<file path="config.mk">
export PLATFORM = sky130hd
export DESIGN_NAME = dtec_timer
export DESIGN_NICKNAME = d
export VERILOG_FILES = /design/src/hdl/dtec_pkg.sv /design/src/hdl/dtec_timer.sv /design/src/hdl/dtec_clk_sel.sv
export SDC_FILE = /design/constraint.sdc
export NUM_CORES = 1
export LEC_CHECK = 0
export BUFFER_PORTS_ARGS = -buffer_cell sky130_fd_sc_hd__buf_2
export CORE_MARGIN = 2
export CORE_UTILIZATION = 30
export CTS_BUF_LIST = sky130_fd_sc_hd__clkbuf_4 sky130_fd_sc_hd__clkbuf_8
export CTS_CLUSTER_SIZE = 20
export DETAILED_ROUTE_END_ITERATION = 10
export PLACE_DENSITY = 0.45
export REMOVE_ABC_BUFFERS = 1
export SYNTH_ARGS = -nofsm -noshare
export SYNTH_HDL_FRONTEND = slang
export SYNTH_SLANG_ARGS = --single-unit
</file>
<file path="constraint.sdc">
create_clock -name i_clk -period 3.9 [get_ports i_clk]
set_clock_uncertainty 0.05 [all_clocks]
set_input_delay 0.78 -clock i_clk [delete_from_list [all_inputs] [get_ports i_clk]]
set_output_delay 0.78 -clock i_clk [all_outputs]
set_load 0.05 [all_outputs]
</file>
<file path="src/hdl/dtec_pkg.sv">
// package: register map, field layouts and codes of the dual timer
package dtec_pkg;

   // register offsets on the 4-bit byte address port
   localparam logic [3:0] OFS_CNT0 = 4'h0;
   localparam logic [3:0] OFS_CMP0 = 4'h1;
   localparam logic [3:0] OFS_CSEL0 = 4'h2;
   localparam logic [3:0] OFS_MODE0 = 4'h3;
   localparam logic [3:0] OFS_CNT1 = 4'h4;
   localparam logic [3:0] OFS_CMP1 = 4'h5;
   localparam logic [3:0] OFS_CSEL1 = 4'h6;
   localparam logic [3:0] OFS_MODE1 = 4'h7;
   localparam logic [3:0] OFS_IRQ_STAT = 4'h8;
   localparam logic [3:0] OFS_IRQ_CLR = 4'h9;
   localparam logic [3:0] OFS_IRQ_EN = 4'hA;

   // values after reset, and the top count value
   localparam logic [7:0] RST_CNT = 8'h00;
   localparam logic [7:0] RST_CMP = 8'h00;
   localparam logic [2:0] RST_CSEL = 3'h0;
   localparam logic [7:0] RST_MODE = 8'h00;
   localparam logic [1:0] RST_IRQ = 2'h0;
   localparam logic [7:0] CNT_MAX = 8'hFF;

   // prescaler taps: all ones in these low bits marks a divided tick
   localparam logic [7:0] DIV2_MASK = 8'h01;
   localparam logic [7:0] DIV4_MASK = 8'h03;
   localparam logic [7:0] DIV64_MASK = 8'h3F;
   localparam logic [7:0] DIV256_MASK = 8'hFF;

   // count source codes of the three-bit clock select field
   typedef enum logic [2:0] {
      CSEL_PIN_FALL = 3'h0,
      CSEL_PIN_RISE = 3'h1,
      CSEL_DIV1 = 3'h2,
      CSEL_DIV2 = 3'h3,
      CSEL_DIV4 = 3'h4,
      CSEL_DIV64 = 3'h5,
      CSEL_DIV256 = 3'h6,
      CSEL_OTHER = 3'h7
   } dtec_csel_type;

   // mode control layout, bit 7 down to bit 0
   typedef struct packed {
      logic en;     // count enable
      logic pwm;    // 1 = pwm free run, 0 = clear and start on match
      logic rsv;    // reads zero
      logic casc;   // cascade, upper channel only
      logic lvs;    // output flip-flop set, write only
      logic lvr;    // output flip-flop reset, write only
      logic inv;    // toggle enable, or active low in pwm
      logic toe;    // output enable
   } dtec_mode_type;

   // prescaler taps handed to each clock selector
   typedef struct packed {
      logic d256;
      logic d64;
      logic d4;
      logic d2;
   } dtec_div_type;

endpackage : dtec_pkg

</file>
<file path="src/hdl/dtec_timer.sv">
// dual 8-bit timer/event counter with cascade, registers and interrupt
`timescale 1ns/1ps
//
// Contract
// - each counter steps by one on every tick of its count clock
// - counters are eight bits, software may read but never write them
// - counter goes to zero on reset, enable clear, clear-mode match
// - in cascade, lower enable clear zeroes both counters
// - in cascade, both counters form one 16-bit count, upper is high
// - outside pwm, counter equal to compare raises the match interrupt
// - in pwm, overflow drives output active, match drives it inactive
// - compare holds any byte value and is readable and writable
// - in cascade, 16-bit compare match raises only lower interrupt
// - three-bit select picks pin edges, five divisors, or other match
// - clock select reads zero in upper five bits, clears on reset
// - single channels allow all modes, cascade allows all but pwm
// - enable set starts counting, enable clear zeroes and holds
// - set and reset bits force the output flip-flop, both is ignored
module dtec_timer (
   input wire logic i_clk,
   input wire logic i_arst_n,
   input wire logic i_ce,
   input wire logic [3:0] i_addr,
   input wire logic [7:0] i_wdata,
   input wire logic i_wr,
   input wire logic i_rd,
   output logic [7:0] o_rdata,
   input wire logic [1:0] i_event_pin,
   input wire logic i_other_match,
   output logic [1:0] o_timer_out,
   output logic o_irq
);
   logic [1:0] pin_s1_ff;
   logic [1:0] pin_s2_ff;
   logic [7:0] div_ff;
   dtec_pkg::dtec_div_type div_tick;
   logic [7:0] cnt_ff [2];
   logic [7:0] cmp_ff [2];
   logic [2:0] csel_ff [2];
   dtec_pkg::dtec_mode_type mode_ff [2];
   logic [1:0] tick;
   logic [1:0] out_ff;
   logic [1:0] stat_ff;
   logic [1:0] irq_en_ff;
   logic [7:0] rdata_ff;
   logic [1:0] out_pin_ff;
   logic irq_ff;
   logic casc;
   logic [1:0] pwm_eff;
   logic [1:0] run;
   logic [1:0] match_evt;
   logic [1:0] ovf_evt;
   logic match16;
   logic [1:0] mode_wr;
   dtec_pkg::dtec_mode_type wmode;
   logic [7:0] nxt_rdata;

   assign casc = mode_ff[1].casc;
   assign wmode = dtec_pkg::dtec_mode_type'(i_wdata);
   assign mode_wr[0] = i_wr && (i_addr == dtec_pkg::OFS_MODE0);
   assign mode_wr[1] = i_wr && (i_addr == dtec_pkg::OFS_MODE1);

   // event pins cross in through two flops before the edge detectors
   always_ff @(posedge i_clk or negedge i_arst_n) begin
      if (!i_arst_n) begin
         pin_s1_ff <= 2'h0;
         pin_s2_ff <= 2'h0;
      end else if (i_ce) begin
         pin_s1_ff <= i_event_pin;
         pin_s2_ff <= pin_s1_ff;
      end
   end

   // shared free-running prescaler for the divided count clocks
   always_ff @(posedge i_clk or negedge i_arst_n) begin
      if (!i_arst_n) begin
         div_ff <= 8'h00;
      end else if (i_ce) begin
         div_ff <= div_ff + 8'h01;
      end
   end

   assign div_tick.d2 = &(div_ff | ~dtec_pkg::DIV2_MASK);
   assign div_tick.d4 = &(div_ff | ~dtec_pkg::DIV4_MASK);
   assign div_tick.d64 = &(div_ff | ~dtec_pkg::DIV64_MASK);
   assign div_tick.d256 = &(div_ff | ~dtec_pkg::DIV256_MASK);

   // one count clock selector per channel
   for (genvar g = 0; g < 2; g++) begin : g_sel
      dtec_clk_sel u_sel (
         .i_clk(i_clk),
         .i_arst_n(i_arst_n),
         .i_ce(i_ce),
         .i_sel(csel_ff[g]),
         .i_pin(pin_s2_ff[g]),
         .i_div(div_tick),
         .i_other_match(i_other_match),
         .o_tick(tick[g])
      );
   end

   // cascade forces clear-and-start: no pwm on the 16-bit pair
   assign pwm_eff[0] = mode_ff[0].pwm & ~casc;
   assign pwm_eff[1] = mode_ff[1].pwm & ~casc;
   // in cascade the upper half follows the lower enable
   assign run[0] = mode_ff[0].en;
   assign run[1] = casc ? mode_ff[0].en : mode_ff[1].en;
   assign match16 = {cnt_ff[1], cnt_ff[0]} == {cmp_ff[1], cmp_ff[0]};

   // match events, taken on the count tick that sees equality
   always_comb begin
      match_evt = 2'b00;
      ovf_evt = 2'b00;
      if (casc) begin
         match_evt[0] = run[0] && tick[0] && match16;
      end else begin
         for (int c = 0; c < 2; c++) begin
            match_evt[c] = run[c] && tick[c]
               && (cnt_ff[c] == cmp_ff[c]);
            ovf_evt[c] = run[c] && tick[c] && pwm_eff[c]
               && (cnt_ff[c] == dtec_pkg::CNT_MAX);
         end
      end
   end

   // lower counter: free run in pwm, clear on match otherwise
   always_ff @(posedge i_clk or negedge i_arst_n) begin
      if (!i_arst_n) begin
         cnt_ff[0] <= dtec_pkg::RST_CNT;
      end else if (i_ce) begin
         if (!run[0]) begin
            cnt_ff[0] <= dtec_pkg::RST_CNT;
         end else if (match_evt[0] && !pwm_eff[0]) begin
            cnt_ff[0] <= dtec_pkg::RST_CNT;
         end else if (tick[0]) begin
            cnt_ff[0] <= cnt_ff[0] + 8'h01;
         end
      end
   end

   // upper counter: own tick, or carry from the lower byte in cascade
   always_ff @(posedge i_clk or negedge i_arst_n) begin
      if (!i_arst_n) begin
         cnt_ff[1] <= dtec_pkg::RST_CNT;
      end else if (i_ce) begin
         if (!run[1]) begin
            cnt_ff[1] <= dtec_pkg::RST_CNT;
         end else if (casc) begin
            if (match_evt[0]) begin
               cnt_ff[1] <= dtec_pkg::RST_CNT;
            end else if (tick[0] && cnt_ff[0] == dtec_pkg::CNT_MAX) begin
               cnt_ff[1] <= cnt_ff[1] + 8'h01;
            end
         end else if (match_evt[1] && !pwm_eff[1]) begin
            cnt_ff[1] <= dtec_pkg::RST_CNT;
         end else if (tick[1]) begin
            cnt_ff[1] <= cnt_ff[1] + 8'h01;
         end
      end
   end

   // compare and clock select; counters have no write path
   always_ff @(posedge i_clk or negedge i_arst_n) begin
      if (!i_arst_n) begin
         cmp_ff[0] <= dtec_pkg::RST_CMP;
         cmp_ff[1] <= dtec_pkg::RST_CMP;
         csel_ff[0] <= dtec_pkg::RST_CSEL;
         csel_ff[1] <= dtec_pkg::RST_CSEL;
      end else if (i_ce && i_wr) begin
         unique case (i_addr)
            dtec_pkg::OFS_CMP0: cmp_ff[0] <= i_wdata;
            dtec_pkg::OFS_CMP1: cmp_ff[1] <= i_wdata;
            dtec_pkg::OFS_CSEL0: csel_ff[0] <= i_wdata[2:0];
            dtec_pkg::OFS_CSEL1: csel_ff[1] <= i_wdata[2:0];
            default: ; // count, status and unmapped writes are dropped
         endcase
      end
   end

   // mode control; set/reset fields act once and are not stored
   always_ff @(posedge i_clk or negedge i_arst_n) begin
      if (!i_arst_n) begin
         mode_ff[0] <= dtec_pkg::dtec_mode_type'(dtec_pkg::RST_MODE);
         mode_ff[1] <= dtec_pkg::dtec_mode_type'(dtec_pkg::RST_MODE);
      end else if (i_ce) begin
         for (int c = 0; c < 2; c++) begin
            if (mode_wr[c]) begin
               mode_ff[c] <= wmode;
               mode_ff[c].rsv <= 1'b0;
               mode_ff[c].lvs <= 1'b0;
               mode_ff[c].lvr <= 1'b0;
               mode_ff[c].casc <= (c == 1) ? wmode.casc : 1'b0;
            end
         end
      end
   end

   // timer output flip-flops: forced by software, moved by events
   always_ff @(posedge i_clk or negedge i_arst_n) begin
      if (!i_arst_n) begin
         out_ff <= 2'h0;
      end else if (i_ce) begin
         for (int c = 0; c < 2; c++) begin
            if (mode_wr[c] && wmode.lvs && !wmode.lvr) begin
               out_ff[c] <= 1'b1;
            end else if (mode_wr[c] && wmode.lvr && !wmode.lvs) begin
               out_ff[c] <= 1'b0;
            end else if (pwm_eff[c] && ovf_evt[c]) begin
               out_ff[c] <= 1'b1;
            end else if (pwm_eff[c] && match_evt[c]) begin
               out_ff[c] <= 1'b0;
            end else if (!pwm_eff[c] && mode_ff[c].inv
                         && match_evt[casc ? 0 : c]) begin
               out_ff[c] <= ~out_ff[c];
            end
         end
      end
   end

   // pin drive: pwm level is inverted when active low is chosen
   always_ff @(posedge i_clk or negedge i_arst_n) begin
      if (!i_arst_n) begin
         out_pin_ff <= 2'h0;
      end else if (i_ce) begin
         for (int c = 0; c < 2; c++) begin
            out_pin_ff[c] <= mode_ff[c].toe
               & (out_ff[c] ^ (pwm_eff[c] & mode_ff[c].inv));
         end
      end
   end
   assign o_timer_out = out_pin_ff;

   // sticky status: a new match wins over a clear in the same cycle
   always_ff @(posedge i_clk or negedge i_arst_n) begin
      if (!i_arst_n) begin
         stat_ff <= dtec_pkg::RST_IRQ;
         irq_en_ff <= dtec_pkg::RST_IRQ;
      end else if (i_ce) begin
         if (i_wr && i_addr == dtec_pkg::OFS_IRQ_CLR) begin
            stat_ff <= (stat_ff & ~i_wdata[1:0]) | match_evt;
         end else begin
            stat_ff <= stat_ff | match_evt;
         end
         if (i_wr && i_addr == dtec_pkg::OFS_IRQ_EN) begin
            irq_en_ff <= i_wdata[1:0];
         end
      end
   end

   // level interrupt, one flop after the status that causes it
   always_ff @(posedge i_clk or negedge i_arst_n) begin
      if (!i_arst_n) begin
         irq_ff <= 1'b0;
      end else if (i_ce) begin
         irq_ff <= |(stat_ff & irq_en_ff);
      end
   end
   assign o_irq = irq_ff;

   // read mux; unmapped and write-only offsets read zero
   always_comb begin
      unique case (i_addr)
         dtec_pkg::OFS_CNT0: nxt_rdata = cnt_ff[0];
         dtec_pkg::OFS_CMP0: nxt_rdata = cmp_ff[0];
         dtec_pkg::OFS_CSEL0: nxt_rdata = {5'h00, csel_ff[0]};
         dtec_pkg::OFS_MODE0: nxt_rdata = mode_ff[0];
         dtec_pkg::OFS_CNT1: nxt_rdata = cnt_ff[1];
         dtec_pkg::OFS_CMP1: nxt_rdata = cmp_ff[1];
         dtec_pkg::OFS_CSEL1: nxt_rdata = {5'h00, csel_ff[1]};
         dtec_pkg::OFS_MODE1: nxt_rdata = mode_ff[1];
         dtec_pkg::OFS_IRQ_STAT: nxt_rdata = {6'h00, stat_ff};
         dtec_pkg::OFS_IRQ_EN: nxt_rdata = {6'h00, irq_en_ff};
         default: nxt_rdata = 8'h00;
      endcase
   end

   // read data stands for the one cycle after the strobe only
   always_ff @(posedge i_clk or negedge i_arst_n) begin
      if (!i_arst_n) begin
         rdata_ff <= 8'h00;
      end else if (i_ce) begin
         rdata_ff <= i_rd ? nxt_rdata : 8'h00;
      end
   end
   assign o_rdata = rdata_ff;

   // checks: each guards one documented behaviour of the timer
   cnt_clear_a: assert property (
      @(posedge i_clk) disable iff (!i_arst_n)
      i_ce && !mode_ff[0].en |=> cnt_ff[0] == 8'h00)
      else $error("lower counter not zero while disabled");

   cnt_step_a: assert property (
      @(posedge i_clk) disable iff (!i_arst_n)
      i_ce && run[0] && tick[0] && pwm_eff[0]
      |=> cnt_ff[0] == 8'($past(cnt_ff[0]) + 8'h01))
      else $error("lower counter missed a step");

   casc_clear_a: assert property (
      @(posedge i_clk) disable iff (!i_arst_n)
      i_ce && casc && !mode_ff[0].en |=> cnt_ff[1] == 8'h00)
      else $error("upper counter not cleared by lower enable");

   casc_carry_a: assert property (
      @(posedge i_clk) disable iff (!i_arst_n)
      i_ce && casc && run[0] && tick[0] && !match16
      && cnt_ff[0] == 8'hFF
      |=> cnt_ff[1] == 8'($past(cnt_ff[1]) + 8'h01) && cnt_ff[0] == 8'h00)
      else $error("cascade carry lost");

   match_irq_a: assert property (
      @(posedge i_clk) disable iff (!i_arst_n)
      i_ce && match_evt[0] && irq_en_ff[0] |=> stat_ff[0] ##1 o_irq)
      else $error("match did not raise interrupt");

   pwm_level_a: assert property (
      @(posedge i_clk) disable iff (!i_arst_n)
      i_ce && !mode_wr[0] && ovf_evt[0] |=> out_ff[0])
      else $error("pwm overflow did not set output");

   casc_irq_a: assert property (
      @(posedge i_clk) disable iff (!i_arst_n)
      i_ce && casc && !stat_ff[1] |=> !stat_ff[1])
      else $error("upper interrupt raised in cascade");

   csel_zero_a: assert property (
      @(posedge i_clk) disable iff (!i_arst_n)
      i_ce && i_rd && i_addr == dtec_pkg::OFS_CSEL0 |=> o_rdata[7:3] == 5'h00)
      else $error("clock select upper bits not zero");

   level_set_a: assert property (
      @(posedge i_clk) disable iff (!i_arst_n)
      i_ce && mode_wr[0] && wmode.lvs && !wmode.lvr |=> out_ff[0])
      else $error("output flip-flop not set by software");

   match_c: cover property (@(posedge i_clk) disable iff (!i_arst_n)
      match_evt[1] && !pwm_eff[1]);
   casc_c: cover property (@(posedge i_clk) disable iff (!i_arst_n)
      casc && match_evt[0] && cnt_ff[1] != 8'h00);
   pwm_c: cover property (@(posedge i_clk) disable iff (!i_arst_n)
      ovf_evt[0] ##[1:600] pwm_eff[0] && match_evt[0]);
endmodule : dtec_timer

</file>
<file path="src/hdl/dtec_clk_sel.sv">
// count clock selector: one count tick per selected source event
`timescale 1ns/1ps
module dtec_clk_sel (
   input wire logic i_clk,
   input wire logic i_arst_n,
   input wire logic i_ce,
   input wire logic [2:0] i_sel,
   input wire logic i_pin,
   input wire dtec_pkg::dtec_div_type i_div,
   input wire logic i_other_match,
   output logic o_tick
);
   logic pin_prev_ff;

   // previous level of the already synchronised event pin
   always_ff @(posedge i_clk or negedge i_arst_n) begin
      if (!i_arst_n) begin
         pin_prev_ff <= 1'b0;
      end else if (i_ce) begin
         pin_prev_ff <= i_pin;
      end
   end

   // source mux; the divided clocks are single-cycle enables
   always_comb begin
      unique case (dtec_pkg::dtec_csel_type'(i_sel))
         dtec_pkg::CSEL_PIN_FALL: o_tick = pin_prev_ff & ~i_pin;
         dtec_pkg::CSEL_PIN_RISE: o_tick = ~pin_prev_ff & i_pin;
         dtec_pkg::CSEL_DIV1: o_tick = 1'b1;
         dtec_pkg::CSEL_DIV2: o_tick = i_div.d2;
         dtec_pkg::CSEL_DIV4: o_tick = i_div.d4;
         dtec_pkg::CSEL_DIV64: o_tick = i_div.d64;
         dtec_pkg::CSEL_DIV256: o_tick = i_div.d256;
         dtec_pkg::CSEL_OTHER: o_tick = i_other_match;
      endcase
   end
endmodule : dtec_clk_sel

</file>
# Word-level counts from Yosys, hierarchy flattened
# Index checks and enable logic that the tools add are counted.
# Widths: inputs -> output; s select.
# classes
div_mod_pow,0
n_eq_ne,32
shift,0
n_mul,0
addsub,3
n_lt_le_gt_ge,1
n_bitwise,24
muxes,32
reduce_logical,57
# op_table
cell,count
$mux 8,10
$pmux 8 s10,1
$logic_and 1x1->1,33
$add 8x1->8 const B,3
$eq 3x3->1 const B,8
$reduce_and 2->1,11
$mux 1,17
$eq 16x16->1,1
$eq 4x3->1 const B,4
$eq 8x8->1,2
$eq 8x8->1 const B,2
$pmux 1 s8,2
$eq 3x2->1 const B,4
$eq 4x4->1 const B,3
$and 1x1->1,10
$reduce_bool 5->1,2
$eq 4x2->1 const B,2
$ne 4x2->1 const B,2
$reduce_and 8->1,1
$not 1->1,7
$eq 3x1->1 const B,2
$logic_not 3->1,2
$reduce_and 6->1,1
$and 2x2->2,2
other kinds (11),17
# word_totals
mem_bits_rw,0
in_bits,20
latchBits,0
reg_bits,78
elab_cells,176
romBits,0
n_memories,0
output_inout_bits,11

# Logic depth before layout (Yosys ltp)
# Gate-level depths: netlist of the first run.
# logic_depth
depth_word,15
ltp_mapped,9
depth_no_buf,8

# Cells and area by module
# Synthesis of the first run repeated with hierarchy kept, for this count alone.
# unflattened
cells_unflattened,430
hier_area_um2,4421.7
# modules_own_cells
mod,area_per_inst_um2,cells_each,seq_area_each_um2,instances
dtec_timer,4226.6,412,1901.8,1
dtec_clk_sel,97.6,9,25.0,2

# Worst setup path after synthesis of the first run
# Ideal clock, no wire load.
# synth_timing
path_type,input port to flip-flop
start,input port i_addr[0]
end,register cmp_ff[0] in the netlist's numbering
path_slack_ps,1624
required_ps,3725
t_arrival_ps,2101
cell_stages,6
n_path_buf,1
setup_time_ps,125
path_cell_list,buf_2 > inv_2 > nor2_1 > nand3_1 > nor2_1 > mux2_2
# synth_via
elab_chain_len,2
# synth_lines
element,line,text
start: declaration,dtec_timer.sv:23,"input wire logic [3:0] i_addr,"
$eq 4x3->1,dtec_timer.sv:170,unique case (i_addr)
$reduce_and 2->1 (no line),n/a,
end: declaration,dtec_timer.sv:38,logic [7:0] cmp_ff [2];
# No other way between the ends.
# A chain may end at the register's enable or synchronous reset.

# Final worst setup path of the first run
# layout_timing
start,register div_ff[0]
end,register cnt_ff[14] in the netlist's numbering
# layout_via
elab_chain_len,8
elab_cells_between_ends,13
cone_classes,eq/ne: 1; mux: 4; reduce/logical: 8
# layout_lines
element,line,text
start: declaration,dtec_timer.sv:35,logic [7:0] div_ff;
start signal: assignment,dtec_timer.sv:79,div_ff <= div_ff + 8'h01;
"$reduce_and 8->1, or another cell as far along",dtec_timer.sv:86,assign div_tick.d256 = &(div_ff | ~dtec_pkg::DIV256_MASK);
$pmux 1 s8 *,dtec_clk_sel.sv:26,unique case (dtec_pkg::dtec_csel_type'(i_sel))
$logic_and 1x1->1,"dtec_timer.sv:115, dtec_timer.sv:118",
$logic_and 1x1->1 (on tied branches),"dtec_timer.sv:119, dtec_timer.sv:115",
$mux 1,dtec_timer.sv:114,if (casc) begin
$logic_and 1x1->1,dtec_timer.sv:133,end else if (match_evt[0] && !pwm_eff[0]) begin
$ne 3x1->1 (no line) / $mux 8 (equally long branches),n/a,
$reduce_and 2->1 (no line) / $mux 8 (equally long branches),n/a,
end: declaration,dtec_timer.sv:37,logic [7:0] cnt_ff [2];
# Every way passes the cells marked *; elsewhere a longest branch is shown, timed or not.

==> flow_metrics.tcl, run 1 <==
set metrics [dict create \
    grt_usage_pct 15.7 \
    fin_area_mm2 0.00491 \
    met1_usage_pct 21.3 \
    hold_buffers 0 \
    die_y_um 125 \
    slew_headroom_pct 31.3 \
    worstPathMaxFanout 12 \
    n_antenna_cell 0 \
    clockBufferDepth 2 \
    worst_pin_slew_ns 1.03 \
    drt-wirelength-per-cell_um 18.8 \
    fp.coreArea_mm2 0.0144 \
    io_buffers 30 \
    dp_slack_ns 1.07 \
    clock-root-buffer "clkbuf_8" \
    nets 460 \
    start_kind "register" \
    nFillCells 1487 \
    syn_inst 411 \
    criticalPathCategory "register to register" \
    met2_usage_pct 24.6 \
    drt_pass1_iterations 4 \
    r2r_slack_ns 1.35 \
    final.setup.worst_slack_ns 1.35 \
    io_pins 31 \
    crit_start "div_ff[0]$_DFFE_PN0P_" \
    drc 0 \
    area_delta_synth_final_pct 11.6 \
    powerDensity_mw_per_mm2 507 \
    synth_cell_types 62 \
    endpoint_kind "register" \
    yosysWarnings 0 \
    clock_latency_ns 0.37 \
    path_clk_slew_ns 0.07 \
    drive_gt1_share_pct 25.2 \
    met3_usage_pct 2.52 \
    cts_tree "built" \
    dp_cells 610 \
    seq_area_frac_synth_pct 44.3 \
    register_area_mm2 0.00195 \
    place_congestion 0.813 \
    wirelength_um 11700 \
    setup_viol 0 \
    cts_resized 0 \
    maxCapViolations 0 \
    clock-sinks 78 \
    finalHoldViolCount 0 \
    max-vdd-ir-drop_mv 0.146 \
    gr-total-overflow 0 \
    setup_tns_ns 0 \
    multi_input_area_mm2 0.00234 \
    die_x_um 125 \
    rows 44 \
    layout_min_cycle_time_ns 2.55 \
    cts_buffers 9 \
    placed_area_mm2 0.00472 \
    max_freq_mhz 393 \
    grt_pass1_wl_um 19100 \
    ys_ff_latch 78 \
    rsz0062_at_grt "false" \
    reg2reg_to "cnt_ff[14]$_DFFE_PN0P_" \
    hold_class "register to register" \
    instances_no_fill 624 \
    syn_area_mm2 0.00440 \
    cts_post_setup_buffers_inserted 0 \
    start_util_pct 30.5 \
    synthFlopType "dfrtp_1" \
    drv_slew 0 \
    timing.rr.start "div_ff[0]$_DFFE_PN0P_" \
    antenna_found_initial 0 \
    drt_iter0_markers 194 \
    arrival_ns 2.79 \
    cts_max_level 3 \
    p_leak_uw 0.00208 \
    vias 3305 \
    drt.antenna.violating_nets 0 \
    grt_pass1_vias 3364 \
    grt.busiest_layer "met2" \
    grt_max_degree 79 \
    required_ns 4.14 \
    outcome "complete, no violations" \
    cp-endpoint "cnt_ff[14]$_DFFE_PN0P_" \
    die-area_mm2 0.0157 \
    synth_edf_count 0 \
    reg2reg_depth 7 \
    async_flop_share_pct 100 \
    syn_avg_cell_area_um2 10.7 \
    vias_per_cell 5.30 \
    place_hpwl_um 8570 \
    min_period_over_period_pct 65.3 \
]
==> cell usage in the layout, fill, tap and decap left out, types with 10 or more instances in the layout <==
| cell type | count |
|---|---|
| dfrtp_1 | 78 |
| mux2_2 | 41 |
| nor2_1 | 34 |
| nand2_1 | 33 |
| buf_2 | 29 |
| xnor2_1 | 21 |
| nand3_1 | 19 |
| a21oi_1 | 18 |
| a22o_1 | 11 |
| clkbuf_8 | 11 |
| nand4_1 | 10 |
==> how the worst min path moves through the flow <==
| stage | from | to | slack (ns) | cells past startpoint |
|---|---|---|---|---|
| finish | div_ff[7]$_DFFE_PN0P_ | div_ff[7]$_DFFE_PN0P_ | 0.42 | 1 |
| global route | div_ff[7]$_DFFE_PN0P_ | div_ff[7]$_DFFE_PN0P_ | 0.44 | 1 |
| CTS | div_ff[7]$_DFFE_PN0P_ | div_ff[7]$_DFFE_PN0P_ | 0.43 | 1 |
| detailed placement | div_ff[7]$_DFFE_PN0P_ | div_ff[7]$_DFFE_PN0P_ | 0.41 | 1 |
| global placement | div_ff[7]$_DFFE_PN0P_ | div_ff[7]$_DFFE_PN0P_ | 0.41 | 1 |
| floorplan | div_ff[7]$_DFFE_PN0P_ | div_ff[7]$_DFFE_PN0P_ | 0.39 | 1 |
==> logic make-up after synthesis <==
group,Yosys count,share of synthesized area [%]
AND/OR/NAND/NOR,138,16.9
AO/OA/AOI/OAI,89,15.7
flip-flops,78,44.3
multiplexers,52,14.5
XOR/XNOR,26,5.17
buffers and inverters,25,2.50
adder cells (fa/ha/maj),3,0.853
==> critical path, stage by stage, from the launching register on <==
cell and delay, ns:
dfrtp_1 0.44, ha_1 0.33, nand3_4 0.15, o2111ai_4 0.31, nand3_2 0.22, nor3b_2 0.64
nand2b_1 0.13, a31oi_1 0.19
==> layout make-up <==
type	instances	share of cell area, %
Tap cell	184	4.69
Sequential cell	78	39.7
Clock inverter	1	0.611
Clock buffer	13	3.39
Inverter	9	0.688
Timing Repair Buffer	31	3.26
Multi-Input combinational cell	308	47.6
==> registers in the layout, summed over array words and instances (netlist names), 6 cells and up <==
register and flops:
o_rdata 8, cnt_ff 16, csel_ff 6, div_ff 8, mode_ff 8, cmp_ff 16
==> per-layer routing <==
metal / vias to the layer above / routed length [um]
li1: 1562 / -
met1: 1647 / 5430
met2: 73 / 5490
met3: 23 / 447
met4: 0 / 346
met5: - / 0
==> power breakdown <==
group / switching (uW) / total (uW) / internal (uW)
clock: 291 / 630 / 339
sequential: 201 / 1170 / 969
combinational: 377 / 693 / 316
==> cell usage after synthesis (all sizes together), types with 3 or more instances <==
cell type | count | area [um2]
nor2b | 8 | 52.6
a31oi | 7 | 43.8
and2 | 3 | 18.8
nand2 | 33 | 124
nand3 | 21 | 123
a211oi | 4 | 30.0
buf | 10 | 53.8
mux2 | 44 | 495
dfrtp | 78 | 1950
mux4 | 5 | 113
a22o | 11 | 96.3
a21oi | 18 | 90.1
nand4 | 11 | 83.8
xor2 | 5 | 43.8
a21o | 8 | 63.8
xnor2 | 21 | 184
nor3 | 3 | 20.0
a22oi | 3 | 22.5
and3 | 8 | 60.1
o2bb2ai | 6 | 52.6
clkbuf | 6 | 22.5
nand2b | 9 | 56.3
a221oi | 5 | 43.8
ha | 3 | 37.5
inv | 9 | 33.8
nor2 | 35 | 148
mux2i | 3 | 30.0
o21ai | 9 | 45.0
==> through the flow <==
| stage | total power, uW | utilization (%) | hold WS, ns |
|---|---|---|---|
| detailed placement | 1880 | 32.7 | 0.407 |
| floorplan | 1650 | - | 0.388 |
| global placement | 1870 | 32.7 | 0.405 |
| finish | 2490 | 34.1 | 0.423 |
| global route | 2640 | 34.1 | 0.443 |
| CTS | 2520 | 34.1 | 0.426 |
Power figures use the tool's default switching activity.
==> run 2, diff against run 1 <==
--- a/config.mk
+++ b/config.mk
@@ -5,6 +5,7 @@
 export SDC_FILE = /design/constraint.sdc
 export NUM_CORES = 1
 export LEC_CHECK = 0
+export ABC_AREA = 1
 export BUFFER_PORTS_ARGS = -buffer_cell sky130_fd_sc_hd__buf_2
 export CORE_MARGIN = 2
 export CORE_UTILIZATION = 30
==> constraint.sdc (replaced) <==
create_clock -name i_clk -period 2.4 [get_ports i_clk]
set_clock_uncertainty 0.05 [all_clocks]
set_input_delay 0.48 -clock i_clk [delete_from_list [all_inputs] [get_ports i_clk]]
set_output_delay 0.48 -clock i_clk [all_outputs]
set_load 0.05 [all_outputs]
==> flow_metrics.tcl, run 2 <==
set metrics [dict create \
    required_ns 2.61 \
    die-area_mm2 0.0154 \
    place_hpwl_um 9950 \
    drt.antenna.violating_nets 0 \
    start_kind "register" \
    power_uw 4140 \
    synth_top_cell_by_area "dfrtp_1" \
    drt_pass1_iterations 5 \
    seq_area_frac_synth_pct 45.2 \
    drive_gt1_share_pct 11.6 \
    synthFlopType "dfrtp_1" \
    cts_post_setup_buffers_inserted 0 \
    drc 0 \
    area_delta_synth_final_pct 15.0 \
    clock-sinks 78 \
    yosysWarnings 0 \
    min_period_over_period_pct 88.8 \
    ys_ff_latch 78 \
    top_regs "cmp_ff: 16 flops, cnt_ff: 16 flops" \
    die_x_um 124 \
    synth_edf_count 0 \
    rows 43 \
    rsz0062_at_grt "false" \
    final.setup.worst_slack_ns 0.268 \
    drv_slew 0 \
    synth_common_cells "nand2_1 (171), inv_1 (81), dfrtp_1 (78), o21ai_0 (50), nor2_1 (37)" \
    synth_most_common_cell "nand2_1" \
    layout_min_cycle_time_ns 2.13 \
    clock-root-buffer "clkbuf_8" \
    grt_pass1_wl_um 20600 \
    max_freq_mhz 469 \
    cts_buffers 9 \
    p_leak_uw 0.00237 \
    hold_class "input port to register" \
    worstPathMaxFanout 5 \
    synth_top_area_share_pct 45.2 \
    syn_avg_cell_area_um2 7.55 \
    crit_start "div_ff[0]$_DFFE_PN0P_" \
    syn_area_mm2 0.00432 \
    layout_common_cells "nand2_1 (170), inv_1 (81), dfrtp_1 (77)" \
    endpoint_kind "register" \
    nFillCells 1490 \
    clockBufferDepth 2 \
    worst_pin_slew_ns 0.580 \
    powerDensity_mw_per_mm2 832 \
    async_flop_share_pct 100 \
    fin_util_pct 35.5 \
    hold_path_startpoint "i_event_pin[1]" \
    slew_headroom_pct 61.1 \
    cts_tree "built" \
    clock_latency_ns 0.37 \
    start_util_pct 30.9 \
    n_antenna_cell 0 \
    dr_wl_met3_um 441 \
    vias 3888 \
    outcome "complete, no violations" \
    antenna_found_initial 0 \
    setup_tns_ns 0 \
    timing.rr.start "div_ff[0]$_DFFE_PN0P_" \
    nets 638 \
    max-vdd-ir-drop_mv 0.305 \
    die_y_um 124 \
    grt_usage_pct 18.1 \
    arrival_ns 2.34 \
    dp_slack_ns 0.0751 \
    wirelength_um 12800 \
    top_layer_used "met4" \
    gr-total-overflow 0 \
    final_common_cell "nand2_1" \
    maxCapViolations 0 \
    grt_max_degree 31 \
    place_congestion 0.888 \
    vias_per_cell 4.86 \
    setup_viol 0 \
    synth_cell_types 36 \
    drt-wirelength-per-cell_um 16.0 \
    io_pins 31 \
    drt_iter0_markers 285 \
    route.met2.wl_um 5620 \
    ys_top_cells_by_area "dfrtp_1 (45%), nand2_1 (15%), inv_1 (7.0%), o21ai_0 (5.8%), nand3_1 (4.1%)" \
    io_buffers 30 \
    fp.coreArea_mm2 0.0140 \
    criticalPathCategory "register to register" \
    grt_pass1_vias 3712 \
    cts_max_level 3 \
    finalHoldViolCount 0 \
    path_clk_slew_ns 0.09 \
    syn_inst 572 \
    wirelength_met1_um 6490 \
]
-- run 2: per-layer routing --
layer	vias to the layer above	track usage, %
met4	0	6.60
li1	1959	-
met2	73	27.7
met5	-	0
met3	14	2.84
met1	1842	25.8
-- run 2: kinds of logic after synthesis --
family | Yosys count | synth area share (%)
xor+xnor | 21 | 4.26
simple gates | 272 | 26.7
buf+inv | 91 | 8.28
compound gates | 107 | 14.7
flops | 78 | 45.2
fa+ha+maj | 3 | 0.869
-- run 2: path summary, 6_finish.rpt --
path | endpoint | slack [ns] | cells past startpoint
setup / recovery | cnt_ff[7]$_DFFE_PN0P_ | 0.27 | 12
hold / removal | pin_s1_ff[1]$_DFFE_PN0P_ | 0.27 | 3
setup reg to reg | cnt_ff[7]$_DFFE_PN0P_ | 0.27 | 12
hold reg to reg | pin_s1_ff[0]$_DFFE_PN0P_ | 0.43 | 2
max in group asynchronous | div_ff[0]$_DFFE_PN0P_ | 1.09 | 3
min in group asynchronous | pin_s1_ff[1]$_DFFE_PN0P_ | 0.52 | 2
-- run 2: stage by stage --
step,cell area [um2],hold slack (ns),std cells
CTS,4950,0.253,800
floorplan,4270,0.134,564
detailed placement,4720,0.403,783
finish,4970,0.266,800
global route,4970,0.261,800
global placement,4720,0.403,783
-- run 2: layout make-up --
| type | count | area [um2] | share of cell area (%) |
|---|---|---|---|
| Sequential cell | 78 | 1950 | 39.3 |
| Inverter | 83 | 312 | 6.27 |
| Multi-Input combinational cell | 403 | 2030 | 40.9 |
| Timing Repair Buffer | 40 | 230 | 4.63 |
| Tap cell | 180 | 225 | 4.53 |
| Clock buffer | 10 | 131 | 2.64 |
| Clock inverter | 6 | 86.3 | 1.74 |
-- run 2: critical path: stages (launching register included) --
cell and delay [ns]:
dfrtp_2 0.41, ha_1 0.23, inv_1 0.09, nor2_4 0.13, nand3_1 0.08, nand2_1 0.06, nand2_1 0.11, a21oi_2 0.21
nand4_1 0.24, nand3_1 0.19, inv_1 0.08, nand3_1 0.09, nand2_1 0.05
-- run 2: report_power, final --
| group | internal [uW] | switching (uW) |
|---|---|---|
| Combinational | 401 | 753 |
| Sequential | 1580 | 288 |
| Clock | 595 | 514 |
-- run 2: timing repair --
action / CTS / global route
gates resized for setup: 0 / 6
hold endpoints to repair: 8 / 0
endpoints found under the setup margin: 0 / 16
hold buffers: 1 / 0
==> run 3, diff against run 2 <==
--- a/config.mk
+++ b/config.mk
@@ -12,7 +12,7 @@
 export CTS_BUF_LIST = sky130_fd_sc_hd__clkbuf_4 sky130_fd_sc_hd__clkbuf_8
 export CTS_CLUSTER_SIZE = 20
 export DETAILED_ROUTE_END_ITERATION = 10
-export PLACE_DENSITY = 0.45
+export PLACE_DENSITY = 0.53
 export REMOVE_ABC_BUFFERS = 1
 export SYNTH_ARGS = -nofsm -noshare
 export SYNTH_HDL_FRONTEND = slang
==> constraint.sdc (replaced) <==
create_clock -name i_clk -period 2.02 [get_ports i_clk]
set_clock_uncertainty 0.05 [all_clocks]
set_input_delay 0.404 -clock i_clk [delete_from_list [all_inputs] [get_ports i_clk]]
set_output_delay 0.404 -clock i_clk [all_outputs]
set_load 0.05 [all_outputs]
==> flow_metrics.tcl, run 3 (same netlist as run 2, synthesis figures left out) <==
set metrics [dict create \
    antenna_found_initial 0 \
    clockBufferDepth 2 \
    fin_area_mm2 0.00531 \
    cts_tree "built" \
    final.setup.worst_slack_ns 0.0523 \
    worst_path_most_repeated_cell "nand2_1" \
    die-area_mm2 0.0154 \
    vias_per_cell 4.96 \
    finalHoldViolCount 0 \
    required_ns 2.28 \
    p_leak_uw 0.00255 \
    cts_buffers 9 \
    wirelength_um 12800 \
    drt.antenna.violating_nets 0 \
    drt_pass1_iterations 5 \
    grt_usage_pct 18.0 \
    place_hpwl_um 9870 \
    drc 0 \
    place_congestion 0.858 \
    cts_max_level 3 \
    outcome "complete, no violations" \
    setup_viol 0 \
    timing.rr.start "div_ff[0]$_DFFE_PN0P_" \
    clock-sinks 78 \
    maxCapViolations 0 \
    grt_pass1_wl_um 20900 \
    arrival_ns 2.23 \
    clock_latency_ns 0.37 \
    vias 4121 \
    layout_common_cells "nand2_1 (165), inv_1 (78), dfrtp_1 (78)" \
    grt_pass1_vias 4012 \
    placed_area_mm2 0.00496 \
    criticalPathCategory "register to register" \
    cp-endpoint "cnt_ff[4]$_DFFE_PN0P_" \
    clock-root-buffer "clkbuf_8" \
    drv_slew 0 \
    drt_iter0_markers 328 \
    grt_max_degree 37 \
    path_clk_slew_ns 0.09 \
    worst_pin_slew_ns 0.466 \
    final_common_cell "nand2_1" \
    endpoint_kind "register" \
    max_freq_mhz 508 \
    drt-wirelength-per-cell_um 15.4 \
    io_buffers 30 \
    crit_start "div_ff[0]$_DFFE_PN0P_" \
    nets 670 \
    slowest_delay_ns 0.39 \
    slowest_stage "dfrtp_1" \
    area_delta_synth_final_pct 23.0 \
    min_period_over_period_pct 97.4 \
    max-vdd-ir-drop_mv 0.312 \
    drive_gt1_share_pct 18.0 \
    start_util_pct 30.9 \
    dp_cells 810 \
    n_antenna_cell 0 \
    r2r_slack_ns 0.05 \
    hold_class "input port to register" \
    crit_chain "ha_2 -> buf_4 -> a21oi_2 -> nand2_1 -> nand2_1 -> nand2_2 -> nand2_4 -> nor3_2 -> nor2_2 -> nand2_1 -> nand2_2 -> clkbuf_16 -> nand2_1 -> o21ai_2" \
    instances_no_fill 831 \
    die_x_um 124 \
    dp_slack_ns -0.0607 \
    powerDensity_mw_per_mm2 973 \
    rsz0062_at_grt "true" \
    top_regs "cmp_ff: 16 flops, cnt_ff: 16 flops" \
    slew_headroom_pct 68.9 \
    reg2reg_depth 14 \
    rows 43 \
    die_y_um 124 \
    layout_min_cycle_time_ns 1.97 \
    worstPathMaxFanout 5 \
    gr-total-overflow 0 \
    io_pins 31 \
    setup_tns_ns 0 \
    reg2reg_to "cnt_ff[4]$_DFFE_PN0P_" \
    fp.coreArea_mm2 0.0140 \
    start_kind "register" \
]
-- run 3: cell types whose count changed in the layout (fill, tap and decap cells not counted), sizes merged --
cell    before  now
buf         39   70
bufinv       2    1
clkbuf      10   13
clkinv       4    2
-- run 3: worst max-delay path: cells and delay by family, from the launching register on --
kind	cells	cell delay, ns
fa+ha+maj	1	0.20
simple gates	9	0.77
buf+inv	2	0.32
compound gates	2	0.19
flops	1	0.39
-- run 3: how the worst min path moves through the flow --
stage	endpoint	cells past startpoint	startpoint	slack, ns
finish	pin_s1_ff[0]$_DFFE_PN0P_	3	i_event_pin[0]	0.19
global route	pin_s1_ff[0]$_DFFE_PN0P_	3	i_event_pin[0]	0.18
CTS	pin_s1_ff[0]$_DFFE_PN0P_	3	i_event_pin[0]	0.17
detailed placement	div_ff[2]$_DFFE_PN0P_	1	i_arst_n	0.33
global placement	div_ff[2]$_DFFE_PN0P_	1	i_arst_n	0.33
floorplan	casc$_DFFE_PN0P_	0	i_arst_n	0.06
-- run 3: through the flow --
step	total power [uW]	hold WS [ns]	utilization [%]
final	5170	0.187	38.0
after global routing	5510	0.185	38.0
after CTS	5070	0.174	37.2
after detailed placement	3770	0.333	35.5
after global placement	3730	0.332	35.5
after floorplan	3150	0.0584	-
-- run 3: where the power goes --
group	total, uW	switching [uW]	internal [uW]
combinational	1730	1030	700
sequential	2180	295	1880
clock	1270	604	664
-- run 3: metal layers --
layer	vias up	global-route usage (%)	part of all wire, %
li1	2024	-	-
met1	1963	24.2	47
met2	108	28.6	45
met3	26	3.80	4.8
met4	0	6.46	2.4
met5	-	0	0
-- run 3: final cells by class --
| type | count | area, um2 |
|---|---|---|
| fill | 1461 | 8670 |
| multi-input combinational | 403 | 2080 |
| sequential | 78 | 1950 |
| timing repair buffer | 72 | 533 |
| inverter | 83 | 312 |
| tap | 180 | 225 |
| clock buffer | 12 | 165 |
| clock inverter | 3 | 42.5 |
-- run 3: timing repair --
action / CTS / global route
endpoints found under the hold margin: 31 / 0
gates resized for setup: 6 / 20
hold buffers: 1 / 0
endpoints found under the setup margin: 16 / 18
pin swaps: 2 / 14
setup buffers: 1 / 3
gates cloned: 0 / 1
